## src/verilog/distortion_alarm_pkg.sv

```systemverilog
// Constants, register map and encodings for the current distortion alarm block.
// Assumes a 25 MHz system clock and a 32-bit Avalon-MM register bus.
package distortion_alarm_pkg;

	// ==========================================================
	// Clock and timing
	// ==========================================================
	localparam int CLK_HZ            = 25_000_000;
	localparam int DELAY_STEP_US     = 5000;
	localparam int STEP_CYCLES       = CLK_HZ / 1_000_000 * DELAY_STEP_US;
	localparam int DELAY_STEPS_MAX   = 360000;
	localparam logic [18:0] DELAY_STEPS_DEF = 19'h007d0;
	localparam int MS_CYCLES         = CLK_HZ / 1000;

	// ==========================================================
	// Level encoding: hundredths of a percent
	// ==========================================================
	localparam logic [13:0] LEVEL_MIN = 14'h000a;
	localparam logic [13:0] LEVEL_MAX = 14'h2710;
	localparam logic [13:0] LEVEL_DEF = 14'h03e8;
	localparam int RESET_NUM = 97;
	localparam int RESET_DEN = 100;

	// ==========================================================
	// Register byte offsets
	// ==========================================================
	localparam logic [7:0] REG_CTRL     = 8'h00;
	localparam logic [7:0] REG_LVL_PH   = 8'h04;
	localparam logic [7:0] REG_LVL_R1   = 8'h08;
	localparam logic [7:0] REG_LVL_R2   = 8'h0c;
	localparam logic [7:0] REG_DLY_PH   = 8'h10;
	localparam logic [7:0] REG_DLY_R1   = 8'h14;
	localparam logic [7:0] REG_DLY_R2   = 8'h18;
	localparam logic [7:0] REG_STATUS   = 8'h1c;
	localparam logic [7:0] REG_EVT_LAST = 8'h20;
	localparam logic [7:0] REG_HIST_SEL = 8'h24;
	localparam logic [7:0] REG_HIST_A   = 8'h28;
	localparam logic [7:0] REG_HIST_B   = 8'h2c;

	// CTRL fields.
	localparam int CTRL_DIS_PH   = 0;
	localparam int CTRL_DIS_R1   = 1;
	localparam int CTRL_DIS_R2   = 2;
	localparam int CTRL_POWER    = 3;
	localparam int CTRL_FORCE_EN = 4;
	localparam int CTRL_SW_BLK   = 5;
	localparam int CTRL_EVT_LSB  = 6;
	localparam int CTRL_MODE_LSB = 8;
	localparam int CTRL_SG_LSB   = 11;
	localparam logic [31:0] CTRL_RESET = 32'h000001c0;

	localparam logic [1:0] EVT_SEL_ON   = 2'h1;
	localparam logic [1:0] EVT_SEL_OFF  = 2'h2;

	// Operating behaviour codes.
	localparam logic [2:0] BEH_ON       = 3'h1;
	localparam logic [2:0] BEH_BLOCKED  = 3'h2;
	localparam logic [2:0] BEH_TEST     = 3'h3;
	localparam logic [2:0] BEH_TEST_BLK = 3'h4;
	localparam logic [2:0] BEH_OFF      = 3'h5;

	// Condition codes.
	localparam logic [1:0] COND_NORMAL  = 2'h0;
	localparam logic [1:0] COND_START   = 2'h1;
	localparam logic [1:0] COND_ALARM   = 2'h2;
	localparam logic [1:0] COND_BLOCKED = 2'h3;

	// Event codes: bit 0 is 1 for ON, 0 for OFF.
	localparam logic [3:0] EV_START_PH  = 4'h0;
	localparam logic [3:0] EV_START_R1  = 4'h2;
	localparam logic [3:0] EV_START_R2  = 4'h4;
	localparam logic [3:0] EV_ALARM_PH  = 4'h6;
	localparam logic [3:0] EV_ALARM_R1  = 4'h8;
	localparam logic [3:0] EV_ALARM_R2  = 4'ha;
	localparam logic [3:0] EV_BLOCKED   = 4'hc;

	localparam int HIST_DEPTH = 12;

endpackage : distortion_alarm_pkg

```

## src/verilog/distortion_alarm.sv

```systemverilog
// Current harmonic distortion alarm: pick-up, blocking, definite delay, events and history.
// Assumes distortion values arrive from a front end already as hundredths of a percent.
`timescale 1ns/1ps

// Contract
// - Each channel has its own enable, 0 enabled, 1 disabled; disabled never alarms.
// - Phase pick-up when any of three phases exceeds one shared level.
// - Each residual input has its own level; levels 0.10..100.00 percent, default 10.
// - Pick-up releases only below 97 percent of the level setting.
// - Blocking input is sampled at the start of each processing cycle.
// - Pick-up without blocking raises START and runs the alarm delay.
// - Pick-up under blocking raises BLOCKED instead, with no timer.
// - Blocking during START drops START as if the pick-up released.
// - ALARM rises when START has lasted its own delay, 0..1800 s in 5 ms.
// - Blocking issues a time-stamped event with start values and fault type.
// - Software blocking is accepted only while stage forcing is enabled.
// - Fourteen event kinds: START/ALARM ON/OFF per channel plus BLOCKED ON/OFF.
// - A setting chooses ON, OFF or both events for the event buffer.
// - History of last 12 ON events with time, event, phase values, group.
// - Condition code 0 normal, 1 start, 2 alarm, 3 blocked.
// - Behaviour code 1 on, 2 blocked, 3 test, 4 test blocked, 5 off.
// - One shared setting picks amplitude (0) or power (1) ratio.
module distortion_alarm #(
	parameter int STEP_CYC = distortion_alarm_pkg::STEP_CYCLES,
	parameter int MS_CYC   = distortion_alarm_pkg::MS_CYCLES
) (
	input  wire logic        sys_clk_i,
	input  wire logic        rstn_i,
	input  wire logic [7:0]  avs_address_i,
	input  wire logic        avs_read_i,
	input  wire logic        avs_write_i,
	input  wire logic [31:0] avs_writedata_i,
	input  wire logic [3:0]  avs_byteenable_i,
	output logic [31:0]      avs_readdata_o,
	output logic             avs_waitrequest_o,
	input  wire logic        meas_valid_i,
	input  wire logic [13:0] amp_ph1_i,
	input  wire logic [13:0] amp_ph2_i,
	input  wire logic [13:0] amp_ph3_i,
	input  wire logic [13:0] amp_r1_i,
	input  wire logic [13:0] amp_r2_i,
	input  wire logic [13:0] pwr_ph1_i,
	input  wire logic [13:0] pwr_ph2_i,
	input  wire logic [13:0] pwr_ph3_i,
	input  wire logic [13:0] pwr_r1_i,
	input  wire logic [13:0] pwr_r2_i,
	input  wire logic        block_i,
	output logic [2:0]       start_o,
	output logic [2:0]       alarm_o,
	output logic             blocked_o,
	output logic             event_valid_o,
	output logic [3:0]       event_code_o,
	output logic [31:0]      event_time_o,
	output logic [1:0]       condition_o
);
	import distortion_alarm_pkg::*;

	if (STEP_CYC < 1 || MS_CYC < 1) begin : g_bad_cycles
		$error("Cycle counts must be positive.");
	end

	// ==========================================================
	// Pin synchronisers and registers
	// ==========================================================
	logic        blk_s1_ff, blk_s2_ff, val_s1_ff, val_s2_ff, val_d_ff;
	logic [31:0] ctrl_ff;
	logic [13:0] lvl_ff [3];
	logic [18:0] dly_ff [3];
	logic [3:0]  hist_sel_ff;
	logic [31:0] ms_time_ff;
	logic [$clog2(MS_CYC+1)-1:0]   ms_cnt_ff;
	logic [$clog2(STEP_CYC+1)-1:0] step_cnt_ff;
	logic [2:0]  pick_ff, start_ff, alarm_ff;
	logic        blocked_ff, blk_cyc_ff;
	logic [18:0] tmr_ff [3];
	logic [13:0] val_ff [5];
	logic        evt_v_ff;
	logic [3:0]  evt_c_ff, last_evt_ff;
	logic [31:0] evt_t_ff;
	logic [31:0] rd_ff;
	logic        ack_ff;
	logic [31:0] hist_a [HIST_DEPTH];
	logic [63:0] hist_b [HIST_DEPTH];
	logic [3:0]  hist_wp_ff;
	logic [6:0]  pend_ff;

	// ==========================================================
	// Decode and selection
	// ==========================================================
	wire         power_sel  = ctrl_ff[CTRL_POWER];
	wire  [2:0]  mode       = ctrl_ff[CTRL_MODE_LSB +: 3];
	wire  [1:0]  evt_sel    = ctrl_ff[CTRL_EVT_LSB +: 2];
	wire  [2:0]  set_grp    = ctrl_ff[CTRL_SG_LSB +: 3];
	wire  [2:0]  dis        = ctrl_ff[CTRL_DIS_R2:CTRL_DIS_PH];
	wire         sw_blk     = ctrl_ff[CTRL_FORCE_EN] & ctrl_ff[CTRL_SW_BLK];
	wire         mode_blk   = (mode == BEH_BLOCKED) || (mode == BEH_TEST_BLK);
	wire         mode_off   = (mode == BEH_OFF);
	wire         tick       = val_s2_ff & ~val_d_ff;
	wire         step_tick  = (step_cnt_ff == STEP_CYC[$bits(step_cnt_ff)-1:0] - 1'b1);
	// On a tick the fresh blocking sample is used at once, so a new pick-up never flashes START.
	wire         blk_now    = tick ? (blk_s2_ff | sw_blk | mode_blk) : blk_cyc_ff;
	wire  [13:0] cur [5];
	assign cur[0] = power_sel ? pwr_ph1_i : amp_ph1_i;
	assign cur[1] = power_sel ? pwr_ph2_i : amp_ph2_i;
	assign cur[2] = power_sel ? pwr_ph3_i : amp_ph3_i;
	assign cur[3] = power_sel ? pwr_r1_i  : amp_r1_i;
	assign cur[4] = power_sel ? pwr_r2_i  : amp_r2_i;

	// Compare x*100 against level*100 (operate) and level*97 (release).
	logic [2:0] above, below;
	always_comb begin
		logic [21:0] rel;
		rel = '0;
		for (int c = 0; c < 3; c++) begin
			rel = 22'(lvl_ff[c]) * 22'(RESET_NUM);
			if (c == 0) begin
				above[c] = (cur[0] > lvl_ff[0]) | (cur[1] > lvl_ff[0]) | (cur[2] > lvl_ff[0]);
				below[c] = (22'(cur[0]) * 22'(RESET_DEN) < rel) & (22'(cur[1]) * 22'(RESET_DEN) < rel)
				         & (22'(cur[2]) * 22'(RESET_DEN) < rel);
			end else begin
				above[c] = cur[c+2] > lvl_ff[c];
				below[c] = 22'(cur[c+2]) * 22'(RESET_DEN) < rel;
			end
		end
	end

	logic [2:0] nxt_pick, nxt_start, nxt_alarm;
	logic       nxt_blocked;
	always_comb begin
		for (int c = 0; c < 3; c++) begin
			if (dis[c] || mode_off)
				nxt_pick[c] = 1'b0;
			else if (tick)
				nxt_pick[c] = pick_ff[c] ? ~below[c] : above[c];
			else
				nxt_pick[c] = pick_ff[c];
		end
		nxt_start   = nxt_pick & {3{~blk_now}};
		nxt_alarm   = alarm_ff & nxt_start;
		for (int c = 0; c < 3; c++) begin
			if (start_ff[c] && nxt_start[c] && tmr_ff[c] >= dly_ff[c])
				nxt_alarm[c] = 1'b1;
		end
		nxt_blocked = |nxt_pick & blk_now;
	end

	// Changes wait in a pending set and leave one per cycle, lowest index first, so none is lost.
	wire  [6:0] cur_st   = {blocked_ff, alarm_ff, start_ff};
	wire  [6:0] nxt_st   = {nxt_blocked, nxt_alarm, nxt_start};
	wire  [6:0] pend_all = pend_ff | (cur_st ^ nxt_st);
	logic       chg;
	logic [3:0] chg_code;
	logic [6:0] nxt_pend;
	always_comb begin
		chg      = 1'b0;
		chg_code = EV_BLOCKED;
		nxt_pend = pend_all;
		for (int c = 6; c >= 0; c--) begin
			if (pend_all[c]) begin
				chg      = 1'b1;
				chg_code = EV_START_PH + 4'(2 * c) + {3'h0, nxt_st[c]};
				nxt_pend = pend_all & ~(7'h01 << c);
			end
		end
	end
	wire chg_on  = chg_code[0];
	wire log_ok  = chg_on ? evt_sel[0] : evt_sel[1];

	wire [1:0] nxt_cond = blocked_ff ? COND_BLOCKED : (|alarm_ff ? COND_ALARM :
	                      (|start_ff ? COND_START : COND_NORMAL));
	wire [2:0] beh_code = ctrl_ff[CTRL_FORCE_EN] ? (mode_blk ? BEH_TEST_BLK : BEH_TEST) : mode;

	// ==========================================================
	// Avalon-MM slave: two wait cycles, then answer
	// ==========================================================
	wire        req    = (avs_read_i | avs_write_i) & ~ack_ff & avs_waitrequest_o;
	wire        wr_hit = avs_write_i & ~avs_waitrequest_o;
	wire [31:0] be_mask = {{8{avs_byteenable_i[3]}}, {8{avs_byteenable_i[2]}},
	                       {8{avs_byteenable_i[1]}}, {8{avs_byteenable_i[0]}}};
	wire [3:0]  hs      = (hist_sel_ff < 4'(HIST_DEPTH)) ? hist_sel_ff : 4'h0;
	logic [31:0] rd_mux;
	always_comb begin
		case (avs_address_i)
			REG_CTRL:     rd_mux = ctrl_ff;
			REG_LVL_PH:   rd_mux = 32'(lvl_ff[0]);
			REG_LVL_R1:   rd_mux = 32'(lvl_ff[1]);
			REG_LVL_R2:   rd_mux = 32'(lvl_ff[2]);
			REG_DLY_PH:   rd_mux = 32'(dly_ff[0]);
			REG_DLY_R1:   rd_mux = 32'(dly_ff[1]);
			REG_DLY_R2:   rd_mux = 32'(dly_ff[2]);
			REG_STATUS:   rd_mux = {19'h0, beh_code, blocked_ff, alarm_ff, start_ff, condition_o, 1'b0};
			REG_EVT_LAST: rd_mux = 32'(last_evt_ff);
			REG_HIST_SEL: rd_mux = 32'(hist_sel_ff);
			REG_HIST_A:   rd_mux = hist_a[hs];
			REG_HIST_B:   rd_mux = hist_b[hs][31:0];
			default:      rd_mux = 32'h0;
		endcase
	end
	wire [31:0] wr_val = (ctrl_ff & ~be_mask) | (avs_writedata_i & be_mask);

	function automatic logic [13:0] clamp_lvl(input logic [31:0] v);
		if (v[13:0] < LEVEL_MIN || v > 32'(LEVEL_MAX)) return LEVEL_DEF;
		return v[13:0];
	endfunction
	function automatic logic [18:0] clamp_dly(input logic [31:0] v);
		if (v > 32'(DELAY_STEPS_MAX)) return 19'(DELAY_STEPS_MAX);
		return v[18:0];
	endfunction

	// ==========================================================
	// Sequential logic
	// ==========================================================
	always_ff @(posedge sys_clk_i) begin
		if (!rstn_i) begin
			{blk_s1_ff, blk_s2_ff, val_s1_ff, val_s2_ff, val_d_ff} <= '0;
			ack_ff <= 1'b0;
			rd_ff  <= '0;
		end else begin
			blk_s1_ff <= block_i;
			blk_s2_ff <= blk_s1_ff;
			val_s1_ff <= meas_valid_i;
			val_s2_ff <= val_s1_ff;
			val_d_ff  <= val_s2_ff;
			ack_ff    <= req;
			rd_ff     <= rd_mux;
		end
	end

	always_ff @(posedge sys_clk_i) begin
		if (!rstn_i) begin
			ctrl_ff     <= CTRL_RESET;
			hist_sel_ff <= '0;
			for (int c = 0; c < 3; c++) begin
				lvl_ff[c] <= LEVEL_DEF;
				dly_ff[c] <= DELAY_STEPS_DEF;
			end
		end else if (wr_hit) begin
			case (avs_address_i)
				REG_CTRL:     ctrl_ff     <= wr_val;
				REG_LVL_PH:   lvl_ff[0]   <= clamp_lvl(avs_writedata_i);
				REG_LVL_R1:   lvl_ff[1]   <= clamp_lvl(avs_writedata_i);
				REG_LVL_R2:   lvl_ff[2]   <= clamp_lvl(avs_writedata_i);
				REG_DLY_PH:   dly_ff[0]   <= clamp_dly(avs_writedata_i);
				REG_DLY_R1:   dly_ff[1]   <= clamp_dly(avs_writedata_i);
				REG_DLY_R2:   dly_ff[2]   <= clamp_dly(avs_writedata_i);
				REG_HIST_SEL: hist_sel_ff <= avs_writedata_i[3:0];
				default:      hist_sel_ff <= hist_sel_ff;
			endcase
		end
	end

	always_ff @(posedge sys_clk_i) begin
		if (!rstn_i) begin
			ms_cnt_ff   <= '0;
			ms_time_ff  <= '0;
			step_cnt_ff <= '0;
		end else begin
			ms_cnt_ff   <= (ms_cnt_ff == MS_CYC[$bits(ms_cnt_ff)-1:0] - 1'b1) ? '0 : ms_cnt_ff + 1'b1;
			ms_time_ff  <= ms_time_ff + ((ms_cnt_ff == MS_CYC[$bits(ms_cnt_ff)-1:0] - 1'b1) ? 32'h1 : 32'h0);
			step_cnt_ff <= step_tick ? '0 : step_cnt_ff + 1'b1;
		end
	end

	always_ff @(posedge sys_clk_i) begin
		if (!rstn_i) begin
			pick_ff <= '0;
			start_ff <= '0;
			alarm_ff <= '0;
			blocked_ff <= 1'b0;
			blk_cyc_ff <= 1'b0;
			condition_o <= COND_NORMAL;
			for (int c = 0; c < 3; c++) tmr_ff[c] <= '0;
			for (int c = 0; c < 5; c++) val_ff[c] <= '0;
		end else begin
			blk_cyc_ff <= blk_now;
			pick_ff    <= nxt_pick;
			start_ff   <= nxt_start;
			alarm_ff   <= nxt_alarm;
			blocked_ff <= nxt_blocked;
			condition_o <= nxt_cond;
			for (int c = 0; c < 5; c++) val_ff[c] <= cur[c];
			for (int c = 0; c < 3; c++) begin
				if (!nxt_start[c]) tmr_ff[c] <= '0;
				else if (step_tick && tmr_ff[c] < dly_ff[c]) tmr_ff[c] <= tmr_ff[c] + 1'b1;
			end
		end
	end

	// Event port and history.
	always_ff @(posedge sys_clk_i) begin
		if (!rstn_i) begin
			evt_v_ff    <= 1'b0;
			evt_c_ff    <= '0;
			evt_t_ff    <= '0;
			last_evt_ff <= '0;
			hist_wp_ff  <= '0;
			pend_ff     <= '0;
		end else begin
			evt_v_ff <= chg & log_ok;
			pend_ff  <= nxt_pend;
			if (chg && log_ok) begin
				evt_c_ff    <= chg_code;
				evt_t_ff    <= ms_time_ff;
			end
			if (chg) last_evt_ff <= chg_code;
			if (chg && chg_on) begin
				hist_a[hist_wp_ff] <= ms_time_ff;
				hist_b[hist_wp_ff] <= {14'h0, set_grp, 1'b0, chg_code, val_ff[2], val_ff[1], val_ff[0]};
				hist_wp_ff <= (hist_wp_ff == 4'(HIST_DEPTH - 1)) ? 4'h0 : hist_wp_ff + 1'b1;
			end
		end
	end

	// ==========================================================
	// Outputs
	// ==========================================================
	always_ff @(posedge sys_clk_i) begin
		if (!rstn_i) begin
			start_o <= '0;
			alarm_o <= '0;
			blocked_o <= 1'b0;
			event_valid_o <= 1'b0;
			event_code_o <= '0;
			event_time_o <= '0;
			avs_readdata_o <= '0;
			avs_waitrequest_o <= 1'b1;
		end else begin
			start_o <= start_ff;
			alarm_o <= alarm_ff;
			blocked_o <= blocked_ff;
			event_valid_o <= evt_v_ff;
			event_code_o <= evt_c_ff;
			event_time_o <= evt_t_ff;
			avs_readdata_o <= rd_ff;
			avs_waitrequest_o <= ~ack_ff;
		end
	end

endmodule : distortion_alarm

```

## config.mk

```make
export PLATFORM = sky130hd
export DESIGN_NAME = distortion_alarm
export DESIGN_NICKNAME = d
export VERILOG_FILES = /design/src/verilog/distortion_alarm_pkg.sv /design/src/verilog/distortion_alarm.sv
export SDC_FILE = /design/constraint.sdc
export NUM_CORES = 2
export LEC_CHECK = 0
export ABC_AREA = 1
export BUFFER_PORTS_ARGS = -buffer_cell sky130_fd_sc_hd__buf_2
export CAP_MARGIN = 5
export CORE_MARGIN = 8
export CORE_UTILIZATION = 55
export CTS_CLUSTER_DIAMETER = 50
export DETAILED_ROUTE_END_ITERATION = 7
export GPL_ROUTABILITY_DRIVEN = 0
export GPL_TIMING_DRIVEN = 0
export PLACE_DENSITY = 0.72
export REMOVE_ABC_BUFFERS = 1
export SETUP_SLACK_MARGIN = 0.4
export SYNTH_ARGS = -nofsm -noshare
export SYNTH_HDL_FRONTEND = slang
export SYNTH_SLANG_ARGS = --single-unit
```

## constraint.sdc

```tcl
create_clock -name sys_clk_i -period 16.54 [get_ports sys_clk_i]
set_clock_uncertainty 0.05 [all_clocks]
set_input_delay 2.481 -clock sys_clk_i [delete_from_list [all_inputs] [get_ports sys_clk_i]]
set_output_delay 2.481 -clock sys_clk_i [all_outputs]
set_load 0.02 [all_outputs]
```

=== Yosys cells after proc, flatten, opt, wreduce, memory -nomap -nowiden ===
Memories as Yosys holds them, arrays and structs flattened.
Cells that the tools add are included.

* $add $sub $neg: 13
* Multipliers: 8
* Div/mod/pow operators: 0
* $lt $le $gt $ge: 20
* Eq/ne operators: 17
* Shift operators: 0
* Muxes and demuxes: 161
* Bitwise logic cells: 47
* Reductions and logical operators: 25

{| class="wikitable"
|+ Operators by type and width
! cell !! count
|-
| 19-bit two-way mux || 22
|-
| 32-bit one-hot mux with 12 select lines || 1
|-
| 14-bit two-way mux || 26
|-
| 21-bit < comparator || 5
|-
| 14-bit by 5-bit multiplier with 19-bit output, second input constant || 5
|-
| 1-bit two-way mux || 93
|-
| 14-bit > comparator || 5
|-
| 32-bit AND || 2
|-
| 14-bit by 7-bit multiplier with 21-bit output, second input constant || 3
|-
| 19-bit by 1-bit adder with 19-bit output, second input constant || 3
|-
| 19-bit greater-or-equal comparator || 3
|-
| 19-bit < comparator || 3
|-
| 7-bit two-way mux || 6
|-
| 4-bit two-way mux || 9
|-
| 32-bit by 1-bit adder with 32-bit output || 1
|-
| 8-bit by 5-bit equality test with 1-bit output, second input constant || 4
|-
| 8-bit by 6-bit equality test with 1-bit output, second input constant || 4
|-
| 32-bit by 14-bit > comparator with 1-bit output, second input constant || 1
|-
| 32-bit by 19-bit > comparator with 1-bit output, second input constant || 1
|-
| 32-bit NOT || 1
|-
| 32-bit OR || 1
|-
| 1-bit OR || 22
|-
| 17-bit by 1-bit adder with 17-bit output, second input constant || 1
|-
| 17-bit equality test, second input constant || 1
|-
| other kinds (28) || 68
|}

* Flip-flop bits (word level): 280
* Latch bits: 0
* Memory bits (writable): 1198
* ROM bits: 0
* Word-level logic and storage cells: 330
* Memories kept: 6

{| class="wikitable"
|+ Memories
! name !! depth !! width !! rd ports !! clocked after Yosys merged registers in !! write ports !! RTL line !! source
|-
| hist_b || 12 || 49 || 1 || 0 || 1 || distortion_alarm.sv:83 || <nowiki>logic [63:0] hist_b [HIST_DEPTH];</nowiki>
|-
| hist_a || 12 || 32 || 1 || 0 || 1 || distortion_alarm.sv:82 || <nowiki>logic [31:0] hist_a [HIST_DEPTH];</nowiki>
|-
| val_ff || 5 || 14 || 3 || 0 || 5 || distortion_alarm.sv:76 || <nowiki>logic [13:0] val_ff [5];</nowiki>
|-
| dly_ff || 3 || 19 || 3 || 0 || 3 || distortion_alarm.sv:68 || <nowiki>logic [18:0] dly_ff [3];</nowiki>
|-
| tmr_ff || 3 || 19 || 3 || 0 || 3 || distortion_alarm.sv:75 || <nowiki>logic [18:0] tmr_ff [3];</nowiki>
|-
| lvl_ff || 3 || 14 || 3 || 0 || 3 || distortion_alarm.sv:67 || <nowiki>logic [13:0] lvl_ff [3];</nowiki>
|}

=== Depth between registers and ports, before layout ===
* Depth after elaboration: 26
* Mapped depth: 58
* Depth with buffers taken out: 54

=== Worst setup path after synthesis ===
Ideal clock, no wire load.

* Path kind: input -> register
* From: input pwr_r1_i[0]
* To: memory hist_a[10][0], enable pin
* Library setup time: 0.565 ns
* Arrival time: 12.442 ns
* Setup slack: 3.483 ns
* Cell stages on the path: 46
* Buffers on the path: 1
* Cell sequence: or2_2 o21ai_0 inv_1 ha_1 ha_1 fa_1 ha_1 a21oi_1 nand2_1 a21oi_1 o21ai_0 a21oi_1 o21bai_1 a21o_1 a21oi_1 inv_1 a21oi_1 o21bai_1 (+10 left out) inv_1 ha_1 nand2_1 nand3_1 nand2_1 nor2_1 nand2_1 nand2_1 nor2_1 nand2_1 nand2_1 nand2_1 nand2_2 nand2_4 nand2_4 nand2_1 buf_2 nor3_1

* Longest elaborated chain between the ends: 22
* Elaborated cells on any way between the ends: 38

{| class="wikitable"
|+ RTL lines
! element !! RTL line !! source
|-
| from (decl) || distortion_alarm.sv:45 || <nowiki>input wire logic [13:0] pwr_r1_i,</nowiki>
|-
| 14-bit two-way mux * || distortion_alarm.sv:106 || <nowiki>assign cur[3] = power_sel ? pwr_r1_i : amp_r1_i;</nowiki>
|-
| 14-bit by 5-bit multiplier with 19-bit output || distortion_alarm.sv:122 || <nowiki>below[c] = 22'(cur[c+2]) * 22'(RESET_DEN) < rel;</nowiki>
|-
| 21-bit < comparator || distortion_alarm.sv:122 ||
|-
| 1-bit NOT || distortion_alarm.sv:134 || <nowiki>nxt_pick[c] = pick_ff[c] ? ~below[c] : above[c];</nowiki>
|-
| 1-bit two-way mux * || distortion_alarm.sv:134 ||
|-
| 1-bit two-way mux * || distortion_alarm.sv:133 || <nowiki>else if (tick)</nowiki>
|-
| 1-bit two-way mux * || distortion_alarm.sv:131 || <nowiki>if (dis[c] || mode_off)</nowiki>
|-
| 3-bit AND * || distortion_alarm.sv:138 || <nowiki>nxt_start = nxt_pick & {3{~blk_now}};</nowiki>
|-
| named net nxt_start[1] || distortion_alarm.sv:127 || <nowiki>logic [2:0] nxt_pick, nxt_start, nxt_alarm;</nowiki>
|-
| branches (longest 10 deep; another with 4-bit by 1-bit adder with 4-bit output) || -- ||
|-
| 1-bit logical AND * || distortion_alarm.sv:306 || <nowiki>if (chg && chg_on) begin</nowiki>
|-
| 1-bit two-way mux * || distortion_alarm.sv:306 ||
|-
| 1-bit two-way mux * || distortion_alarm.sv:291 || <nowiki>if (!rstn_i) begin</nowiki>
|-
| 1-bit two-way mux (not written as such) * || distortion_alarm.sv:307 || <nowiki>hist_a[hist_wp_ff] <= ms_time_ff;</nowiki>
|-
| to (decl) || distortion_alarm.sv:82 ||
|}

Mark *: on every way through the listed nets, which the timed path passes.

=== Final worst setup path ===
* From: input pwr_r2_i[0]
* To: memory hist_a[0][20], enable pin

* Longest elaborated chain between the ends: 23
* Elaborated cells on any way between the ends: 38

{| class="wikitable"
|+ RTL lines
! element !! RTL line !! source
|-
| from (decl) || distortion_alarm.sv:46 || <nowiki>input wire logic [13:0] pwr_r2_i,</nowiki>
|-
| 14-bit two-way mux * || distortion_alarm.sv:107 || <nowiki>assign cur[4] = power_sel ? pwr_r2_i : amp_r2_i;</nowiki>
|-
| 14-bit by 5-bit multiplier with 19-bit output || distortion_alarm.sv:122 ||
|-
| 21-bit < comparator || distortion_alarm.sv:122 ||
|-
| 1-bit NOT || distortion_alarm.sv:134 ||
|-
| 1-bit two-way mux * || distortion_alarm.sv:134 ||
|-
| 1-bit two-way mux * || distortion_alarm.sv:133 ||
|-
| 1-bit two-way mux * || distortion_alarm.sv:131 ||
|-
| 3-bit AND * || distortion_alarm.sv:138 ||
|-
| named net nxt_start[2] || distortion_alarm.sv:127 ||
|-
| branches (longest 11 deep; another with 4-bit by 1-bit adder with 4-bit output) || -- ||
|-
| 1-bit logical AND * || distortion_alarm.sv:306 ||
|-
| 1-bit two-way mux * || distortion_alarm.sv:306 ||
|-
| 1-bit two-way mux * || distortion_alarm.sv:291 ||
|-
| 1-bit two-way mux (not written as such) * || distortion_alarm.sv:307 ||
|}

Marks and branches as above.

==> out/qor.csv <==
metric;value;unit
netlist_top_cells_count;1236 x nand2_1, 924 x edfxtp_1, 823 x inv_1;
clock_latency;0.76;ns
synth_top_family_by_area;adder cells;
y_dimension_of_the_die;360;um
multi_input_area;27100;um2
synth_xor_area_share;1.64;%
holdPathEnd;avs_waitrequest_o$_SDFF_PN1_;
port_buf_inserts;268;
dp_hpwl;132000;um
synth_edf_count;924;
routedWlPerCell;22.1;um
placementRows;126;
first_global_vias;47400;
coreArea;118000;um2
worst-setup-path-type;in -> reg;
rsz0062_at_grt;no;
synthAdderAreaFrac;14.3;%
final.min_clock_period;11.27;ns
reg2reg_depth;52;
register_area;34000;um2
hp-class;reg -> reg;
ff2ff_setup_slack;5.80;ns
timing.hold.worst_path_depth;1;
vias;49400;
synth-simple-area-share;14.0;%
power;0.00760;W
drt-vias-per-instance;5.89;
tritoncts.num_buffers;134;
drive_gt1_share;11.8;%
grt_overflow;0;
post_cts_resize_count;0;
ys_types;62;
average_cell_area_after_synthesis;10.1;um2
die-width;360;um
worstSetupStartpointType;input pin;
final_min_period_over_clock_period;68.1;%
internal-power;0.00555;W
ys_seq_elements;1235;
design.final.nets;7623;
async_reset_ff_share;0;%
slew_worst_pin;1.37;ns
cp_common_cell;nand2_1;
n_fill_cell;9237;
ios;269;
synth_sequential_area_ratio;52.3;%
power.density;103;nW/um2
synth_area_leaders;edfxtp_1 43%, ha_1 12%, dfxtp_1 9.6%;
synth-compound-area-share;11.5;%
postCtsSetupRepairBufs;0;
ys.flop_type;edfxtp_1;
max_freq;88.7;MHz
grt_start_max_net_pins;160;
muxShareOfSynthArea;0;%
worst_slew_margin_rel;7.99;%
drt.antenna.violating_nets;0;
grt_pass1_wl;279000;um
antenna_found_initial;21;
seq_power_share;44.7;%
drt_first_iter_violations;5763;
starting_density;55.3;%
dieArea;129000;um2
tritoncts;yes;
synth_largest_type_area_fraction;42.7;%
grtUsageTotal;27.7;%
hold_violations;0;
post_synth_inst_count;6417;
maxCapViolCount;0;
htreeDepth;4;
timing.rr.end;hist_a[0][20]$_DFFE_PP_;
cts_root_buf;clkbuf_16;
switching_share;27.0;%
register_clock_pin_slew_on_the_reported_worst_setup_and_hold_paths;0.06;ns
pwr-share-comb;16.1;%
timing.final.max_slew_violations;0;
clock_tree.buffer_depth;3;
synth_largest_area_cell;edfxtp_1;
worst_ep_arrival_time;11.66;ns
hold_start;ack_ff$_SDFF_PN0_;
cts_sinks;1235;
drcViolationCount;0;
syn_to_final_growth;13.6;%
power.leakage;31.7;nW
worstPathRequired;16.93;ns
critical_path.max_fanout;13;
syn-cell-area;65000;um2
irDropWorstVdd;111;uV
drtPass1Iterations;8;
synth.most_common_cell;nand2_1;
cts-hold-fix-buffers;0;
worst_path_cell_with_the_longest_stage_delay;nor3_2;
endpoint_type_of_the_worst_setup_path;flop;
postRouteWirelength;185000;um
fin_util;62.8;%
part_of_the_total_power_dissipated_in_the_clock_network;39.2;%
run_status;complete, no violations;
yosys_warnings;0;
critical_path.max_stage_delay;0.83;ns
netSwitchingPower;0.00205;W
finalSetupViolCount;0;
-- flip-flops by register name, summed over array words and instances, names as in the netlist, 15 cells and up, named ones only --
signal / count
hist_a: 384
hist_b: 384
dly_ff: 57
tmr_ff: 57
lvl_ff: 42
avs_readdata_o: 32
event_time_o: 32
evt_t_ff: 32
ms_time_ff: 32
rd_ff: 32
val_ff: 32
step_cnt_ff: 17
ms_cnt_ff: 15
-- logic make-up after synthesis --
| group | count (synthesis) |
|---|---|
| xor gates and xnor gates | 122 |
| and+or+nand+nor | 2114 |
| DFF | 1235 |
| buffers and inverters | 1067 |
| AOI/OAI and AO/OA | 1175 |
| adders and majority gates | 704 |
-- layout make-up --
type                            instances  area share, %
Antenna cell                           15         0.0509
Clock buffer                          193           5.14
Clock inverter                         54          0.863
Inverter                              840           4.30
Multi-Input combinational cell       4115           36.7
Sequential cell                      1235           46.0
Tap cell                             1536           2.60
Timing Repair Buffer                  403           4.33
-- cell usage in the layout, fill, tap and decap left out, types with 38 or more instances in the layout --
cell / n
edfxtp_1: 924
dfxtp_1: 309
nand3_1: 156
or2_2: 49
xnor2_1: 52
o2111ai_1: 40
o221ai_1: 56
a32oi_1: 64
clkbuf_1: 38
fa_1: 63
ha_1: 641
a32o_1: 58
nand2_1: 1236
nor2_1: 373
o21ai_0: 225
clkbuf_16: 138
nand4_1: 56
buf_2: 270
buf_6: 70
a21oi_1: 450
nor3_1: 71
a22oi_1: 66
o22ai_1: 56
xor2_1: 70
inv_1: 820
-- metal layers --
| metal | part of all wire [%] | GRT usage, % | wire (um) |
|---|---|---|---|
| met1 | 40 | 36.6 | 74400 |
| met2 | 44 | 43.3 | 82100 |
| met4 | 5.2 | 13.0 | 9570 |
| met5 | 0.028 | 0 | 51 |
| met3 | 10 | 6.33 | 19100 |
-- per-stage QoR --
stage          TNS (ns)  cells  cell area (um2)  hold slack (ns)  setup slack (ns)
4_1_cts               0   8376            73800            0.345              5.56
2_1_floorplan    -75.65   6190            64100            0.315             -2.54
6_report              0   8391            73800            0.347              5.27
3_3_place_gp   -4578.36   7994            67300            0.322            -24.03
5_1_grt               0   8380            73800            0.364              4.78
3_5_place_dp          0   8129            69300            0.336              4.83
-- power groups by stage --
stage	logic, W	registers [W]	clock network [W]
global route	0.00140	0.00340	0.00313
floorplan	0.000884	0.00345	0
CTS	0.00122	0.00339	0.00301
detailed placement	0.00121	0.00346	0
finish	0.00122	0.00339	0.00298
global placement	0.00115	0.00346	0
-- worst max-delay path by stage --
stage                                     start                 endpoint
global placement    hist_sel_ff[0]$_SDFFE_PN0P_     rd_ff[16]$_SDFF_PN0_
detailed placement                  pwr_r2_i[0]  hist_a[0][19]$_DFFE_PP_
finish                              pwr_r2_i[0]  hist_a[0][20]$_DFFE_PP_
CTS                                 pwr_r1_i[0]  hist_a[0][29]$_DFFE_PP_
global route                        pwr_r2_i[0]  hist_a[0][29]$_DFFE_PP_
floorplan           hist_sel_ff[0]$_SDFFE_PN0P_      rd_ff[0]$_SDFF_PN0_
-- worst max-delay path, delay by kind of cell --
kind                       cells  cell delay [ns]
AOI/OAI and AO/OA             14             2.20
xor gates and xnor gates       1             0.16
adders and majority gates      6             1.66
buffers and inverters         10             1.45
and+or+nand+nor               24             3.65
Note: power is estimated with default switching activity, not from simulation.
